`config.mk`:
```
export PLATFORM = sky130hd
export DESIGN_NAME = speed_reference_selector
export DESIGN_NICKNAME = d
export VERILOG_FILES = /design/src/ref_table_mem.v /design/src/pulse_freq_meter.v /design/src/speed_reference_selector.v
export VERILOG_INCLUDE_DIRS = /design/src /design/src/pkg
export SDC_FILE = /design/constraint.sdc
export NUM_CORES = 2
export LEC_CHECK = 0
export BUFFER_PORTS_ARGS = -buffer_cell sky130_fd_sc_hd__buf_2
export CORE_UTILIZATION = 45
export DETAILED_ROUTE_END_ITERATION = 8
export GPL_ROUTABILITY_DRIVEN = 0
export PLACE_DENSITY = 0.61
export SETUP_SLACK_MARGIN = 0.1
export SYNTH_ARGS = -nofsm -noshare
export SYNTH_HDL_FRONTEND = slang
export SYNTH_SLANG_ARGS = --single-unit
```
`constraint.sdc`:
```
create_clock -name clock_i -period 201.1 [get_ports clock_i]
set_input_delay 0 -clock clock_i [delete_from_list [all_inputs] [get_ports clock_i]]
set_output_delay 0 -clock clock_i [all_outputs]
set_load 0.02 [all_outputs]
```
`src/pkg/speed_sel_defs.vh`:
```
`ifndef SPEED_SEL_DEFS_VH
`define SPEED_SEL_DEFS_VH
// Reference source codes.
`define REF_SRC_PANEL   3'h0
`define REF_SRC_ANALOG  3'h1
`define REF_SRC_SERIAL  3'h2
`define REF_SRC_OPTION  3'h3
`define REF_SRC_PULSE   3'h4
`define REF_SRC_RESET   3'h1
// Run source codes.
`define RUN_SRC_PANEL   2'h0
`define RUN_SRC_TERM    2'h1
`define RUN_SRC_SERIAL  2'h2
`define RUN_SRC_OPTION  2'h3
`define RUN_SRC_RESET   2'h1
// Digital input function codes.
`define DIN_FN_STEP1    8'h03
`define DIN_FN_STEP2    8'h04
`define DIN_FN_STEP3    8'h05
`define DIN_FN_JOG      8'h06
// Second analog input function codes.
`define AIN2_FN_ADD     8'h00
`define AIN2_FN_AUX     8'h02
`define AIN2_FN_UNUSED  8'h1F
// Pulse input function code for frequency reference.
`define PULSE_FN_FREF   2'h0
// Pulse scale reset value in Hz.
`define PULSE_SCALE_RESET 16'h05A0
// Full scale reference value (100 percent).
`define REF_FULL        16'h2710
// One control cycle of the pulse counter gate, in cycles of 100 MHz (1 s gate).
`define GATE_TIME_MS    1000
`define GATE_CYCLES     (`GATE_TIME_MS * 100000)
// Register offsets.
`define REG_REF_SRC     8'h00
`define REG_RUN_SRC     8'h04
`define REG_AIN_CFG     8'h08
`define REG_PULSE_CFG   8'h0C
`define REG_DIN_FN      8'h10
`define REG_STATUS      8'h14
`define REG_SEL_REF     8'h18
`define REG_PULSE_HZ    8'h1C
`define REG_TABLE_BASE  8'h40
`define REG_TABLE_LAST  8'h80
`endif

```
`src/ref_table_mem.v`:
```
`timescale 1ns/1ns
`default_nettype none
module ref_table_mem
#(
  parameter WIDTH = 16,
  parameter DEPTH = 17,
  parameter AW    = 5
)
(
  input  wire             clock_i,
  input  wire             wr_en_i,
  input  wire [AW-1:0]    wr_addr_i,
  input  wire [WIDTH-1:0] wr_data_i,
  input  wire [AW-1:0]    rd_addr_i,
  output reg  [WIDTH-1:0] rd_data_o
);
  reg [WIDTH-1:0] mem [0:DEPTH-1];

  // Stored references are written by software and read out through a register.
  always @(posedge clock_i)
  begin
    if (wr_en_i && (wr_addr_i < DEPTH))
      mem[wr_addr_i] <= wr_data_i;
    if (rd_addr_i < DEPTH)
      rd_data_o <= mem[rd_addr_i];
    else
      rd_data_o <= {WIDTH{1'b0}};
  end
endmodule
`default_nettype wire

```
`src/pulse_freq_meter.v`:
```
`timescale 1ns/1ns
`default_nettype none
module pulse_freq_meter
#(
  parameter GATE_CYCLES = 100000000
)
(
  input  wire        clock_i,
  input  wire        rst_b_i,
  input  wire        pulse_i,
  output reg  [15:0] freq_hz_o
);
  reg [31:0] gate_q;
  reg [15:0] count_q;
  reg        last_q;
  wire       gate_end;
  wire       rise;

  // Gate end marks one second of clock; rise marks a pulse edge.
  assign gate_end = (gate_q == GATE_CYCLES - 1);
  assign rise     = pulse_i & ~last_q;

  // Count rising edges across each gate and latch the total as hertz.
  always @(posedge clock_i or negedge rst_b_i)
  begin
    if (!rst_b_i)
    begin
      gate_q    <= 32'h0000_0000;
      count_q   <= 16'h0000;
      last_q    <= 1'b0;
      freq_hz_o <= 16'h0000;
    end
    else
    begin
      last_q <= pulse_i;
      if (gate_end)
      begin
        gate_q    <= 32'h0000_0000;
        freq_hz_o <= count_q;
        count_q   <= {15'h0000, rise};
      end
      else
      begin
        gate_q <= gate_q + 32'h0000_0001;
        if (rise && (count_q != 16'hFFFF))
          count_q <= count_q + 16'h0001;
      end
    end
  end
endmodule
`default_nettype wire

```
`src/speed_reference_selector.v`:
```
// Notes on behaviour
// - The reference source code means 0 panel, 1 analog, 2 serial, 3 option card, 4 pulse train, legal 0 to 4.
// - Source 4 takes the reference from the pulse train input.
// - Pulse referencing needs pulse function 0 and scales so the configured pulse rate is 100 percent.
// - With source 1 the second analog input, as a 4 to 20 mA current, is accepted as reference.
// - With second input function 0 the second analog value is added to the first.
// - With the swap bit set the second analog input is master and the first auxiliary.
// - In master/auxiliary mode step bit one off picks the first input and on picks the second.
// - The first analog input voltage range comes from its range selection.
// - Up to 9 speeds exist: 8 stored references reached by the step bits and one jog reference.
// - Input function 3, 4, 5 and 6 give step bits one, two, three and jog selection.
// - Step bits one to three form an index whose values 0 to 7 pick stored references one to eight.
// - Jog selection on uses the jog reference whatever the step bits are.
// - Step one uses the first analog input with source 1 and stored reference one with source 0.
// - Step two uses the second analog input with function 2 and stored reference two with function 1F.
// - With second input function 2, step bit one also switches master and auxiliary.
// - Run commands come from 0 panel, 1 terminals, 2 serial, 3 option card, default 1.
//
// Implementation choices: the address map and the strobed register port.
`timescale 1ns/1ns
`default_nettype none
`include "speed_sel_defs.vh"
module speed_reference_selector
#(
  parameter RW          = 16,
  parameter GATE_CYCLES = `GATE_CYCLES
)
(
  input  wire          clock_i,
  input  wire          rst_b_i,
  input  wire [7:0]    addr_i,
  input  wire [31:0]   wdata_i,
  input  wire          wr_i,
  input  wire          rd_i,
  output reg  [31:0]   rdata_o,
  input  wire [RW-1:0] analog_in_first_i,
  input  wire [RW-1:0] analog_in_second_i,
  input  wire          pulse_train_in_i,
  input  wire          din_four_i,
  input  wire          din_five_i,
  input  wire          din_six_i,
  input  wire          din_seven_i,
  input  wire [RW-1:0] panel_ref_i,
  input  wire [RW-1:0] serial_ref_i,
  input  wire [RW-1:0] option_ref_i,
  input  wire [1:0]    panel_run_i,
  input  wire [1:0]    term_run_i,
  input  wire [1:0]    serial_run_i,
  input  wire [1:0]    option_run_i,
  output reg  [RW-1:0] freq_ref_o,
  output reg  [1:0]    run_cmd_o,
  output reg  [1:0]    ain1_range_o,
  output reg           ref_src_err_o
);
  reg  [2:0]    ref_source_sel_q;
  reg  [1:0]    run_source_sel_q;
  reg  [1:0]    ain1_range_sel_q;
  reg  [7:0]    ain2_function_sel_q;
  reg           ain_swap_sel_q;
  reg  [1:0]    pulse_in_function_q;
  reg  [15:0]   pulse_in_scale_q;
  reg  [7:0]    din4_function_q;
  reg  [7:0]    din5_function_q;
  reg  [7:0]    din6_function_q;
  reg  [7:0]    din7_function_q;
  reg  [4:0]    tbl_raddr_q;
  reg  [RW-1:0] ref_d;
  wire [15:0]   pulse_hz;
  wire [RW-1:0] tbl_data;
  wire [RW-1:0] tbl_raw;
  wire          tbl_fresh;
  wire          tbl_hit;
  wire          tbl_wr;
  wire [4:0]    tbl_waddr;
  wire          step1;
  wire          step2;
  wire          step3;
  wire          jog;
  wire [2:0]    step_idx;
  wire [4:0]    tbl_raddr;
  wire [RW-1:0] master;
  wire [RW-1:0] aux;
  wire [RW:0]   ana_sum;
  wire [31:0]   pulse_prod;
  wire [31:0]   pulse_ref;

  // A terminal is on when its function code matches and its level is high.
  // A terminal whose code names no function here simply plays no part in the selection.
  function fn_on;
    input [7:0] fn;
    input [7:0] code;
    input       lvl;
    begin
      fn_on = (fn == code) & lvl;
    end
  endfunction

  // Clamp a wide value to the reference width.
  // Sums and scaled pulse rates can exceed full scale, and wrapping would invert the speed.
  function [RW-1:0] sat;
    input [31:0] v;
    begin
      if (v > {{(32-RW){1'b0}}, {RW{1'b1}}})
        sat = {RW{1'b1}};
      else
        sat = v[RW-1:0];
    end
  endfunction

  // Terminal function decode on all four multi-function inputs.
  // Two terminals given the same function act as a wired OR of that function.
  assign step1 = fn_on(din4_function_q, `DIN_FN_STEP1, din_four_i) |
                 fn_on(din5_function_q, `DIN_FN_STEP1, din_five_i) |
                 fn_on(din6_function_q, `DIN_FN_STEP1, din_six_i) |
                 fn_on(din7_function_q, `DIN_FN_STEP1, din_seven_i);
  assign step2 = fn_on(din4_function_q, `DIN_FN_STEP2, din_four_i) |
                 fn_on(din5_function_q, `DIN_FN_STEP2, din_five_i) |
                 fn_on(din6_function_q, `DIN_FN_STEP2, din_six_i) |
                 fn_on(din7_function_q, `DIN_FN_STEP2, din_seven_i);
  assign step3 = fn_on(din4_function_q, `DIN_FN_STEP3, din_four_i) |
                 fn_on(din5_function_q, `DIN_FN_STEP3, din_five_i) |
                 fn_on(din6_function_q, `DIN_FN_STEP3, din_six_i) |
                 fn_on(din7_function_q, `DIN_FN_STEP3, din_seven_i);
  assign jog   = fn_on(din4_function_q, `DIN_FN_JOG, din_four_i) |
                 fn_on(din5_function_q, `DIN_FN_JOG, din_five_i) |
                 fn_on(din6_function_q, `DIN_FN_JOG, din_six_i) |
                 fn_on(din7_function_q, `DIN_FN_JOG, din_seven_i);

  // Binary step index; jog occupies the last table entry and wins over the steps.
  // Step bit one is the least significant bit of the index.
  assign step_idx  = {step3, step2, step1};
  assign tbl_raddr = jog ? 5'h10 : {2'b00, step_idx};

  // The table read port is registered, so its word belongs to the address of the last cycle.
  // Until the word for the present address arrives the reference holds its old value, so a
  // terminal change never lets a neighbouring stored entry reach the output for a cycle.
  assign tbl_fresh = (tbl_raddr_q == tbl_raddr);
  assign tbl_data  = tbl_fresh ? tbl_raw : freq_ref_o;

  // Address of the word now standing on the table read port.
  // It resets to the first entry, matching the address that idle terminals select.
  always @(posedge clock_i or negedge rst_b_i)
  begin
    if (!rst_b_i)
      tbl_raddr_q <= 5'h00;
    else
      tbl_raddr_q <= tbl_raddr;
  end

  // Master and auxiliary analog channels, swappable.
  // The sum keeps a carry bit so that saturation, not wrap-around, handles an overflow.
  assign master  = ain_swap_sel_q ? analog_in_second_i : analog_in_first_i;
  assign aux     = ain_swap_sel_q ? analog_in_first_i : analog_in_second_i;
  assign ana_sum = {1'b0, master} + {1'b0, aux};

  // Pulse rate scaled so that the configured rate gives the full scale reference.
  // The rate is a whole count per gate, so the reference moves in steps of one hertz of input.
  assign pulse_prod = {16'h0000, pulse_hz} * {16'h0000, `REF_FULL};
  assign pulse_ref  = pulse_prod / {16'h0000, pulse_in_scale_q};

  // Software table writes land in the reference memory. Only the seventeen words from the base
  // up to the jog entry are mapped; the index below wraps every 128 bytes, so without the upper
  // bound a write high in the map would land on a stored reference.
  assign tbl_hit   = (addr_i >= `REG_TABLE_BASE) && (addr_i <= `REG_TABLE_LAST);
  assign tbl_wr    = wr_i && tbl_hit && (addr_i[1:0] == 2'b00);
  assign tbl_waddr = addr_i[6:2] - 5'h10;

  // Seventeen stored words: sixteen step entries, of which the step index reaches the first eight, and the jog speed in the last word.
  ref_table_mem #(
    .WIDTH (RW),
    .DEPTH (17),
    .AW    (5)
  ) u_tbl (
    .clock_i   (clock_i),
    .wr_en_i   (tbl_wr),
    .wr_addr_i (tbl_waddr),
    .wr_data_i (wdata_i[RW-1:0]),
    .rd_addr_i (tbl_raddr),
    .rd_data_o (tbl_raw)
  );

  // Measures the pulse input rate in hertz once per gate.
  pulse_freq_meter #(
    .GATE_CYCLES (GATE_CYCLES)
  ) u_pulse (
    .clock_i   (clock_i),
    .rst_b_i   (rst_b_i),
    .pulse_i   (pulse_train_in_i),
    .freq_hz_o (pulse_hz)
  );

  // Reference selection from the current source and terminal states.
  // Serial and option sources pass straight through; an illegal source code holds the last
  // reference rather than dropping the speed to zero.
  always @*
  begin
    ref_d = freq_ref_o;
    case (ref_source_sel_q)
      `REF_SRC_PANEL:
      begin
        ref_d = panel_ref_i;
        if (jog || (step_idx != 3'h0))
          ref_d = tbl_data;
        else
          ref_d = tbl_data;
      end
      `REF_SRC_ANALOG:
      begin
        if (jog)
          ref_d = tbl_data;
        else if (ain2_function_sel_q == `AIN2_FN_AUX)
        begin
          if (step_idx == 3'h0)
            ref_d = master;
          else if (step_idx == 3'h1)
            ref_d = aux;
          else
            ref_d = tbl_data;
        end
        else if (ain2_function_sel_q == `AIN2_FN_ADD)
        begin
          if (step_idx == 3'h0)
            ref_d = sat({{(31-RW){1'b0}}, ana_sum});
          else
            ref_d = tbl_data;
        end
        else
        begin
          if (step_idx == 3'h0)
            ref_d = master;
          else
            ref_d = tbl_data;
        end
      end
      `REF_SRC_SERIAL: ref_d = serial_ref_i;
      `REF_SRC_OPTION: ref_d = option_ref_i;
      `REF_SRC_PULSE:
      begin
        if (pulse_in_function_q == `PULSE_FN_FREF)
          ref_d = sat(pulse_ref);
        else
          ref_d = {RW{1'b0}};
      end
      default: ref_d = freq_ref_o;
    endcase
  end

  // Outputs updated every control cycle from the live selection.
  // Run inputs are passed through untouched; start and stop sequencing happens downstream.
  always @(posedge clock_i or negedge rst_b_i)
  begin
    if (!rst_b_i)
    begin
      freq_ref_o    <= {RW{1'b0}};
      run_cmd_o     <= 2'b00;
      ain1_range_o  <= 2'b00;
      ref_src_err_o <= 1'b0;
    end
    else
    begin
      freq_ref_o    <= ref_d;
      ain1_range_o  <= ain1_range_sel_q;
      ref_src_err_o <= (ref_source_sel_q > `REF_SRC_PULSE);
      case (run_source_sel_q)
        `RUN_SRC_PANEL:  run_cmd_o <= panel_run_i;
        `RUN_SRC_TERM:   run_cmd_o <= term_run_i;
        `RUN_SRC_SERIAL: run_cmd_o <= serial_run_i;
        default:         run_cmd_o <= option_run_i;
      endcase
    end
  end

  // Register writes and read data one cycle after the read strobe.
  // A pulse scale of zero is refused because the pulse path divides by it.
  // The status word shows the decoded terminal functions, not the raw terminal levels.
  always @(posedge clock_i or negedge rst_b_i)
  begin
    if (!rst_b_i)
    begin
      ref_source_sel_q    <= `REF_SRC_RESET;
      run_source_sel_q    <= `RUN_SRC_RESET;
      ain1_range_sel_q    <= 2'b00;
      ain2_function_sel_q <= `AIN2_FN_ADD;
      ain_swap_sel_q      <= 1'b0;
      pulse_in_function_q <= `PULSE_FN_FREF;
      pulse_in_scale_q    <= `PULSE_SCALE_RESET;
      din4_function_q     <= `DIN_FN_STEP1;
      din5_function_q     <= `DIN_FN_STEP2;
      din6_function_q     <= `DIN_FN_STEP3;
      din7_function_q     <= `DIN_FN_JOG;
      rdata_o             <= 32'h0000_0000;
    end
    else
    begin
      rdata_o  <= 32'h0000_0000;
      if (wr_i)
      begin
        if (addr_i == `REG_REF_SRC)
          ref_source_sel_q <= wdata_i[2:0];
        else if (addr_i == `REG_RUN_SRC)
          run_source_sel_q <= wdata_i[1:0];
        else if (addr_i == `REG_AIN_CFG)
        begin
          ain1_range_sel_q    <= wdata_i[1:0];
          ain_swap_sel_q      <= wdata_i[4];
          ain2_function_sel_q <= wdata_i[15:8];
        end
        else if (addr_i == `REG_PULSE_CFG)
        begin
          pulse_in_function_q <= wdata_i[1:0];
          if (wdata_i[31:16] != 16'h0000)
            pulse_in_scale_q <= wdata_i[31:16];
        end
        else if (addr_i == `REG_DIN_FN)
        begin
          din4_function_q <= wdata_i[7:0];
          din5_function_q <= wdata_i[15:8];
          din6_function_q <= wdata_i[23:16];
          din7_function_q <= wdata_i[31:24];
        end
      end
      if (rd_i)
      begin
        if (addr_i == `REG_REF_SRC)
          rdata_o <= {29'h0000_0000, ref_source_sel_q};
        else if (addr_i == `REG_RUN_SRC)
          rdata_o <= {30'h0000_0000, run_source_sel_q};
        else if (addr_i == `REG_AIN_CFG)
          rdata_o <= {16'h0000, ain2_function_sel_q, 3'h0, ain_swap_sel_q, 2'h0, ain1_range_sel_q};
        else if (addr_i == `REG_PULSE_CFG)
          rdata_o <= {pulse_in_scale_q, 14'h0000, pulse_in_function_q};
        else if (addr_i == `REG_DIN_FN)
          rdata_o <= {din7_function_q, din6_function_q, din5_function_q, din4_function_q};
        else if (addr_i == `REG_STATUS)
          rdata_o <= {27'h0000_000, ref_src_err_o, jog, step3, step2, step1};
        else if (addr_i == `REG_SEL_REF)
          rdata_o <= {{(32-RW){1'b0}}, freq_ref_o};
        else if (addr_i == `REG_PULSE_HZ)
          rdata_o <= {16'h0000, pulse_hz};
      end
    end
  end
endmodule
`default_nettype wire

```
## Yosys cells after proc, flatten, opt, wreduce, memory -nomap -nowiden

Memory sizes are Yosys's and may differ from the RTL's. A register that Yosys moved wholly into a read port is not among the register bits.
Index checks and enable logic that the tools add are counted.

| operators by class | value |
|---|---|
| add/sub/neg operators | 4 |
| multipliers | 1 |
| div/mod/pow operators | 1 |
| order comparisons | 7 |
| equality and inequality tests | 34 |
| mux-type cells | 30 |
| bitwise operators | 34 |
| reductions and logical operators | 22 |

Operators with widths:

| operator | number |
|---|---|
| 16-bit 2-to-1 mux | 18 |
| 32-bit 2-to-1 mux | 7 |
| 8-bit by 3-bit == test with 1-bit output, second input constant | 13 |
| 16-bit one-hot mux with 5 select lines | 1 |
| 8-bit by 2-bit == test with 1-bit output, second input constant | 5 |
| 32-bit by 1-bit adder with 32-bit output, second input constant | 1 |
| 30-bit by 16-bit divider with 32-bit output | 1 |
| 32-bit by 27-bit == test with 1-bit output, second input constant | 1 |
| 8-bit by 5-bit == test with 1-bit output, second input constant | 4 |
| 32-bit by 16-bit > comparator with 1-bit output, second input constant | 1 |
| 16-bit by 10-bit multiplier with 26-bit output, second input constant | 1 |
| 16-bit by 16-bit adder with 17-bit output | 1 |
| 1-bit bitwise AND | 17 |
| 17-bit by 16-bit > comparator with 1-bit output, second input constant | 1 |
| 16-bit by 1-bit adder with 16-bit output, second input constant | 1 |
| 8-bit by 4-bit == test with 1-bit output, second input constant | 2 |
| 8-bit zero test | 2 |
| 16-bit != test, second input constant | 1 |
| 16-bit nonzero test | 1 |
| 1-bit OR | 12 |
| 6-bit AND reduction | 2 |
| 5-bit less-than comparator, second input constant | 2 |
| 8-bit by 7-bit >= comparator with 1-bit output, second input constant | 1 |
| 8-bit <= comparator, second input constant | 1 |
| 22 further kinds | 36 |

| storage, ports and cells | value |
|---|---|
| bits in registers | 189 |
| bits in writable memories | 272 |
| input port bits | 137 |
| output and inout port bits | 53 |
| logic and storage cells | 155 |
| memories | 1 |

Memories:

| memory | words | width | read ports | clocked after memory_dff | write ports | line | text |
|---|---|---|---|---|---|---|---|
| u_tbl.mem | 17 | 16 | 1 | 1 | 1 | ref_table_mem.v:17 | `reg [WIDTH-1:0] mem [0:DEPTH-1];` |

## Longest topological paths before layout

| depth | value |
|---|---|
| word-level depth | 13 |
| gate-level depth with buffers | 490 |
| depth with buffers taken out | 443 |

## Cells and area by module

From an unflattened synthesis, not the netlist that was laid out.

| unflattened totals | value |
|---|---|
| cell total of the unflattened synthesis | 5601 |
| area total of the unflattened synthesis | 48740.5 um^2 |

Modules (own cells, without submodules):

| module | instances | cells an instance | area each (um^2) | seq. area each (um^2) |
|---|---|---|---|---|
| speed_reference_selector | 1 | 4634 | 34393.0 | 3094.2 |
| ref_table_mem | 1 | 651 | 11021.8 | 8488.1 |
| pulse_freq_meter | 1 | 316 | 3325.7 | 1626.6 |

## Least setup slack after synthesis

OpenSTA, ideal clock, no wires.

| timing | value |
|---|---|
| path type | flip-flop to flip-flop |
| start | reg u_pulse.freq_hz_o[3] |
| end | reg freq_ref_o[0] |
| library setup time | 0.140 ns |
| arrival time | 93.881 ns |
| required time | 200.960 ns |
| slack | 107.078 ns |
| stages on the path, launching flop included | 466 |
| buffers on the path | 52 |
| period minus slack after synthesis | 94.022 ns |
| path through | dfrtp_1 > inv_1 > fa_1 > inv_1 > ha_1 > ha_1 > ha_1 > inv_1 > fa_1 > inv_1 > ha_1 > buf_2 > a21oi_1 > o21ai_2 > a21oi_1 > mux2_1 > o21ba_2 > nor4_1 > [430 not listed] > o21ai_0 > nand2b_1 > a21o_1 > nor4_1 > nand2_1 > buf_6 > mux2_4 > ha_1 > a21o_1 > a21o_1 > a21oi_1 > nor3_1 > a211oi_1 > o2111ai_1 > nor4b_1 > o2111ai_1 > a21oi_1 > a221oi_2 |

| on the way | value |
|---|---|
| word-level cells in the longest chain between the ends | 6 |

RTL lines:

| element | line | text |
|---|---|---|
| start: declaration | pulse_freq_meter.v:11 | `output reg [15:0] freq_hz_o` |
| start signal: assignment | pulse_freq_meter.v:39 | `freq_hz_o <= count_q;` |
| 16-bit by 10-bit multiplier with 26-bit output (*) | speed_reference_selector.v:158 | `` assign pulse_prod = {16'h0000, pulse_hz} * {16'h0000, `REF_FULL}; `` |
| 30-bit by 16-bit divider with 32-bit output (*) | speed_reference_selector.v:159 | `assign pulse_ref = pulse_prod / {16'h0000, pulse_in_scale_q};` |
| 32-bit by 16-bit > comparator with 1-bit output | speed_reference_selector.v:103 | `if (v > {{(32-RW){1'b0}}, {RW{1'b1}}})` |
| 16-bit 2-to-1 mux (*) | speed_reference_selector.v:103 |  |
| 16-bit 2-to-1 mux (*) | speed_reference_selector.v:239 | `` if (pulse_in_function_q == `PULSE_FN_FREF) `` |
| 16-bit one-hot mux with 5 select lines (*) | speed_reference_selector.v:198 | `case (ref_source_sel_q)` |
| end signal: assignment | speed_reference_selector.v:254 | `freq_ref_o <= {RW{1'b0}};` |
| end signal: assignment | speed_reference_selector.v:261 | `freq_ref_o <= ref_d;` |
| end: declaration | speed_reference_selector.v:50 | `output reg [RW-1:0] freq_ref_o,` |

Every way passes the cells marked *; elsewhere a longest branch is shown, timed or not.
A chain may end at the register's enable or synchronous reset.

## Final worst setup path

| timing | value |
|---|---|
| start | reg u_pulse.freq_hz_o[8] |
| end | reg freq_ref_o[0] |

Same word-level chain as after synthesis.

==> flow_metrics.py <==
metrics = {
    "outcome": {
        "status": "finished, final reports clean",
    },
    "cts": {
        "cts_tree": "done",
        "h-tree-depth": 2,
        "clock_path_buffers": 3,
        "numCtsBuffers": 40,
        "root_buffer": "clkbuf_16",
        "holdBufCountCts": 61,
        "cts_setup_buffers": 0,
        "post_cts_resized": 0,
        "clk_pin_slew_ns": 0.06,
        "numClockSinks": 348,
        "clk_latency_ns": 0.62,
    },
    "run": {
        "drv_cap": 0,
    },
    "global_routing": {
        "grt_most_used_layer": "met2",
        "grt_overflow": 0,
        "grt_first_pass_wirelength_um": 209000,
        "grt_pass1_vias": 38290,
        "grt_use_met3_pct": 2.74,
        "use_met2_pct": 42.2,
        "antenna_found_initial": 12,
        "grt_start_max_net_pins": 68,
        "met1_usage_pct": 38.2,
        "track_usage_pct": 26.3,
    },
    "route": {
        "postRouteAntennaNets": 0,
        "drt_wl_total_um": 132000,
        "detailedRoute.firstIterationViolations": 3417,
        "drc_errors": 0,
        "routedWlPerCell_um": 19.5,
        "via_per_inst": 6.08,
        "vias": 41320,
        "first_pass_iters": 6,
    },
    "critical_path": {
        "cp.arrival_ns": 105.20,
        "r2r_start": "u_pulse.freq_hz_o[8]",
        "critPathMaxStageDelay_ns": 0.88,
        "start_kind": "flip-flop",
        "critPathRequiredTime_ns": 201.56,
        "startpoint": "u_pulse.freq_hz_o[8]",
        "slowest_stage": "nor3_1",
        "crit_path_end_kind": "flip-flop",
        "path_max_fanout": 39,
        "ff2ff_setup_slack_ns": 96.36,
        "path_class": "reg2reg",
        "crit_path_end": "freq_ref_o[0]",
        "critPathMostFrequentCell": "o21a_1",
        "r2r_cells": 433,
        "rr_endpoint": "freq_ref_o[0]",
    },
    "sta": {
        "layout_min_cycle_time_ns": 104.74,
        "max_freq_mhz": 9.55,
        "skew_ns": 0.0563,
        "maxSlewViolCount": 0,
        "min_period_over_period_pct": 52.1,
        "tightest_slew_ns": 1.17,
        "slew_headroom_pct": 21.2,
        "setup_tns_ns": 0,
        "final_hold_viol_count": 0,
        "finalSetupViolCount": 0,
        "grt_setup_unrepaired": "false",
    },
    "layout": {
        "fill_cells": 9401,
        "final_common_cell": "nor2_1",
        "nNetsFinal": 6153,
        "layout-drive-gt1-share_pct": 12.5,
        "syn2layout_area_growth_pct": 9.97,
        "most-common-layout-cells": "nor2_1 (494), ha_1 (480), nand2_1 (414), a21oi_1 (366), o21ai_0 (282)",
    },
    "yosys": {
        "synthTopCellsByArea": "ha_1 (14%), dfrtp_1 (10%), edfxtp_1 (9.9%)",
        "synth_edf_count": 144,
        "synth_cell_type_count": 133,
        "async_reset_ff_share_pct": 54.0,
        "yosysTopAreaCellShare_pct": 13.7,
        "synth-main-ff-cell": "dfrtp_1",
        "syn_avg_cell_area_um2": 8.19,
        "syn_inst": 5335,
        "yosysTopAreaCell": "ha_1",
        "syn_area_um2": 43700,
        "yosysWarnings": 0,
        "synth_nets": 5989,
        "synth-seq-area-share_pct": 21.4,
        "ys_seq_elements": 348,
    },
    "floorplanning": {
        "die-area_um2": 98300,
        "std_cell_rows": 113,
        "floorplan.core_area_um2": 95600,
        "fp.dieW_um": 314,
        "initial_core_util_pct": 45.7,
        "design.portCount": 190,
        "fp.dieH_um": 314,
    },
    "placed_design": {
        "io_buffers": 173,
        "hpwl_um": 104000,
    },
    "hold_path": {
        "hp-class": "in2reg",
    },
}
[worst min path at each step]
stage / start / to / slack [ns] / depth (start not counted)
after CTS: addr_i[7] / rdata_o[2] / 0.007 / 5
after global routing: addr_i[7] / u_tbl.mem[16][10] / 0.05 / 4
after floorplan: rst_b_i / ain1_range_o[0] / -0.30 / 0
final: option_ref_i[9] / freq_ref_o[9] / 0.03 / 5
after global placement: rst_b_i / u_pulse.count_q[1] / 0.04 / 1
after detailed placement: rst_b_i / u_pulse.count_q[1] / 0.04 / 1
[flip-flops by register name (all words and copies together) (netlist names), 16 cells and up]
signal             flops
freq_ref_o            16
u_tbl.rd_data_o       16
u_pulse.freq_hz_o     16
u_tbl.mem            144
pulse_in_scale_q      16
u_pulse.gate_q        32
rdata_o               32
u_pulse.count_q       16
[layout make-up]
cell class              count  area (um^2)  area share (%)
multi-input cells        4555        32700            68.1
well taps                1265         1580            3.30
repair buffers            311         2080            4.33
inverters                 243          912            1.90
diodes                      1         2.50         0.00521
clock inverters            18          259           0.539
flip-flops and latches    348         9370            19.5
clock buffers              53         1120            2.33
[kinds of logic (layout without fill, tap and decap cells)]
family | after synthesis | count (layout) | share of synthesized area [%]
simple gates | 1867 | 1867 | 21.3
compound gates | 1640 | 1640 | 25.7
fa+ha+maj | 519 | 519 | 15.5
buf+inv | 432 | 625 | 3.89
flops | 348 | 348 | 21.4
mux | 293 | 293 | 7.52
xor+xnor | 235 | 235 | 4.71
other cells | 1 | 2 | 0.00859
[layer usage]
| layer | vias up | routed length (um) |
|---|---|---|
| met5 | - | 49 |
| met4 | 8 | 2340 |
| met3 | 161 | 8170 |
| met2 | 1065 | 58600 |
| met1 | 19664 | 63300 |
| li1 | 20422 | - |
[synthesized netlist by cell type, drive strengths merged, types with 14 or more instances]
library cell,count
or2,67
nand2b,63
xnor2,144
edfxtp,144
nor3,261
ha,480
clkbuf,132
o21a,213
dfrtp,175
a221oi,31
a31oi,58
a211o,21
o211ai,59
a22oi,28
and4,17
nor2b,46
or3,63
o22ai,20
nor3b,15
o21bai,33
or4,20
a21o,112
and2,60
inv,242
a21oi,370
nor4,60
a31o,14
o221ai,40
xor2,91
a21boi,17
mux2i,101
dfxtp,16
a211oi,69
fa,37
mux2,186
and3,53
o21ai,306
o31ai,80
buf,57
o2111ai,15
nand2,416
nor2,501
nand3,140
nand4,46
[per-stage QoR]
step | utilization (%) | cell area, um^2 | instances | worst slack, ns | hold slack, ns
2_1_floorplan | - | 43700 | 5335 | 107.08 | -0.296
3_3_place_gp | 48.2 | 46000 | 6661 | 98.96 | 0.0380
3_5_place_dp | 48.2 | 46000 | 6661 | 98.23 | 0.0383
4_1_cts | 50.3 | 48000 | 6793 | 97.61 | 0.00679
5_1_grt | 50.3 | 48000 | 6793 | 87.86 | 0.0524
6_report | 50.3 | 48000 | 6794 | 96.36 | 0.0275
[worst max-delay path: cells and delay by family, from the launching register on]
kind | cells | cell delay, ns
AO/OA/AOI/OAI | 258 | 58.25
adder cells (fa/ha/maj) | 37 | 12.00
buffers and inverters | 27 | 5.14
flip-flops | 1 | 0.47
multiplexers | 7 | 2.30
AND/OR/NAND/NOR | 104 | 26.04
Power is not shown: default switching activity piles up to over one toggle a cycle in this logic, so the estimate is an artifact.
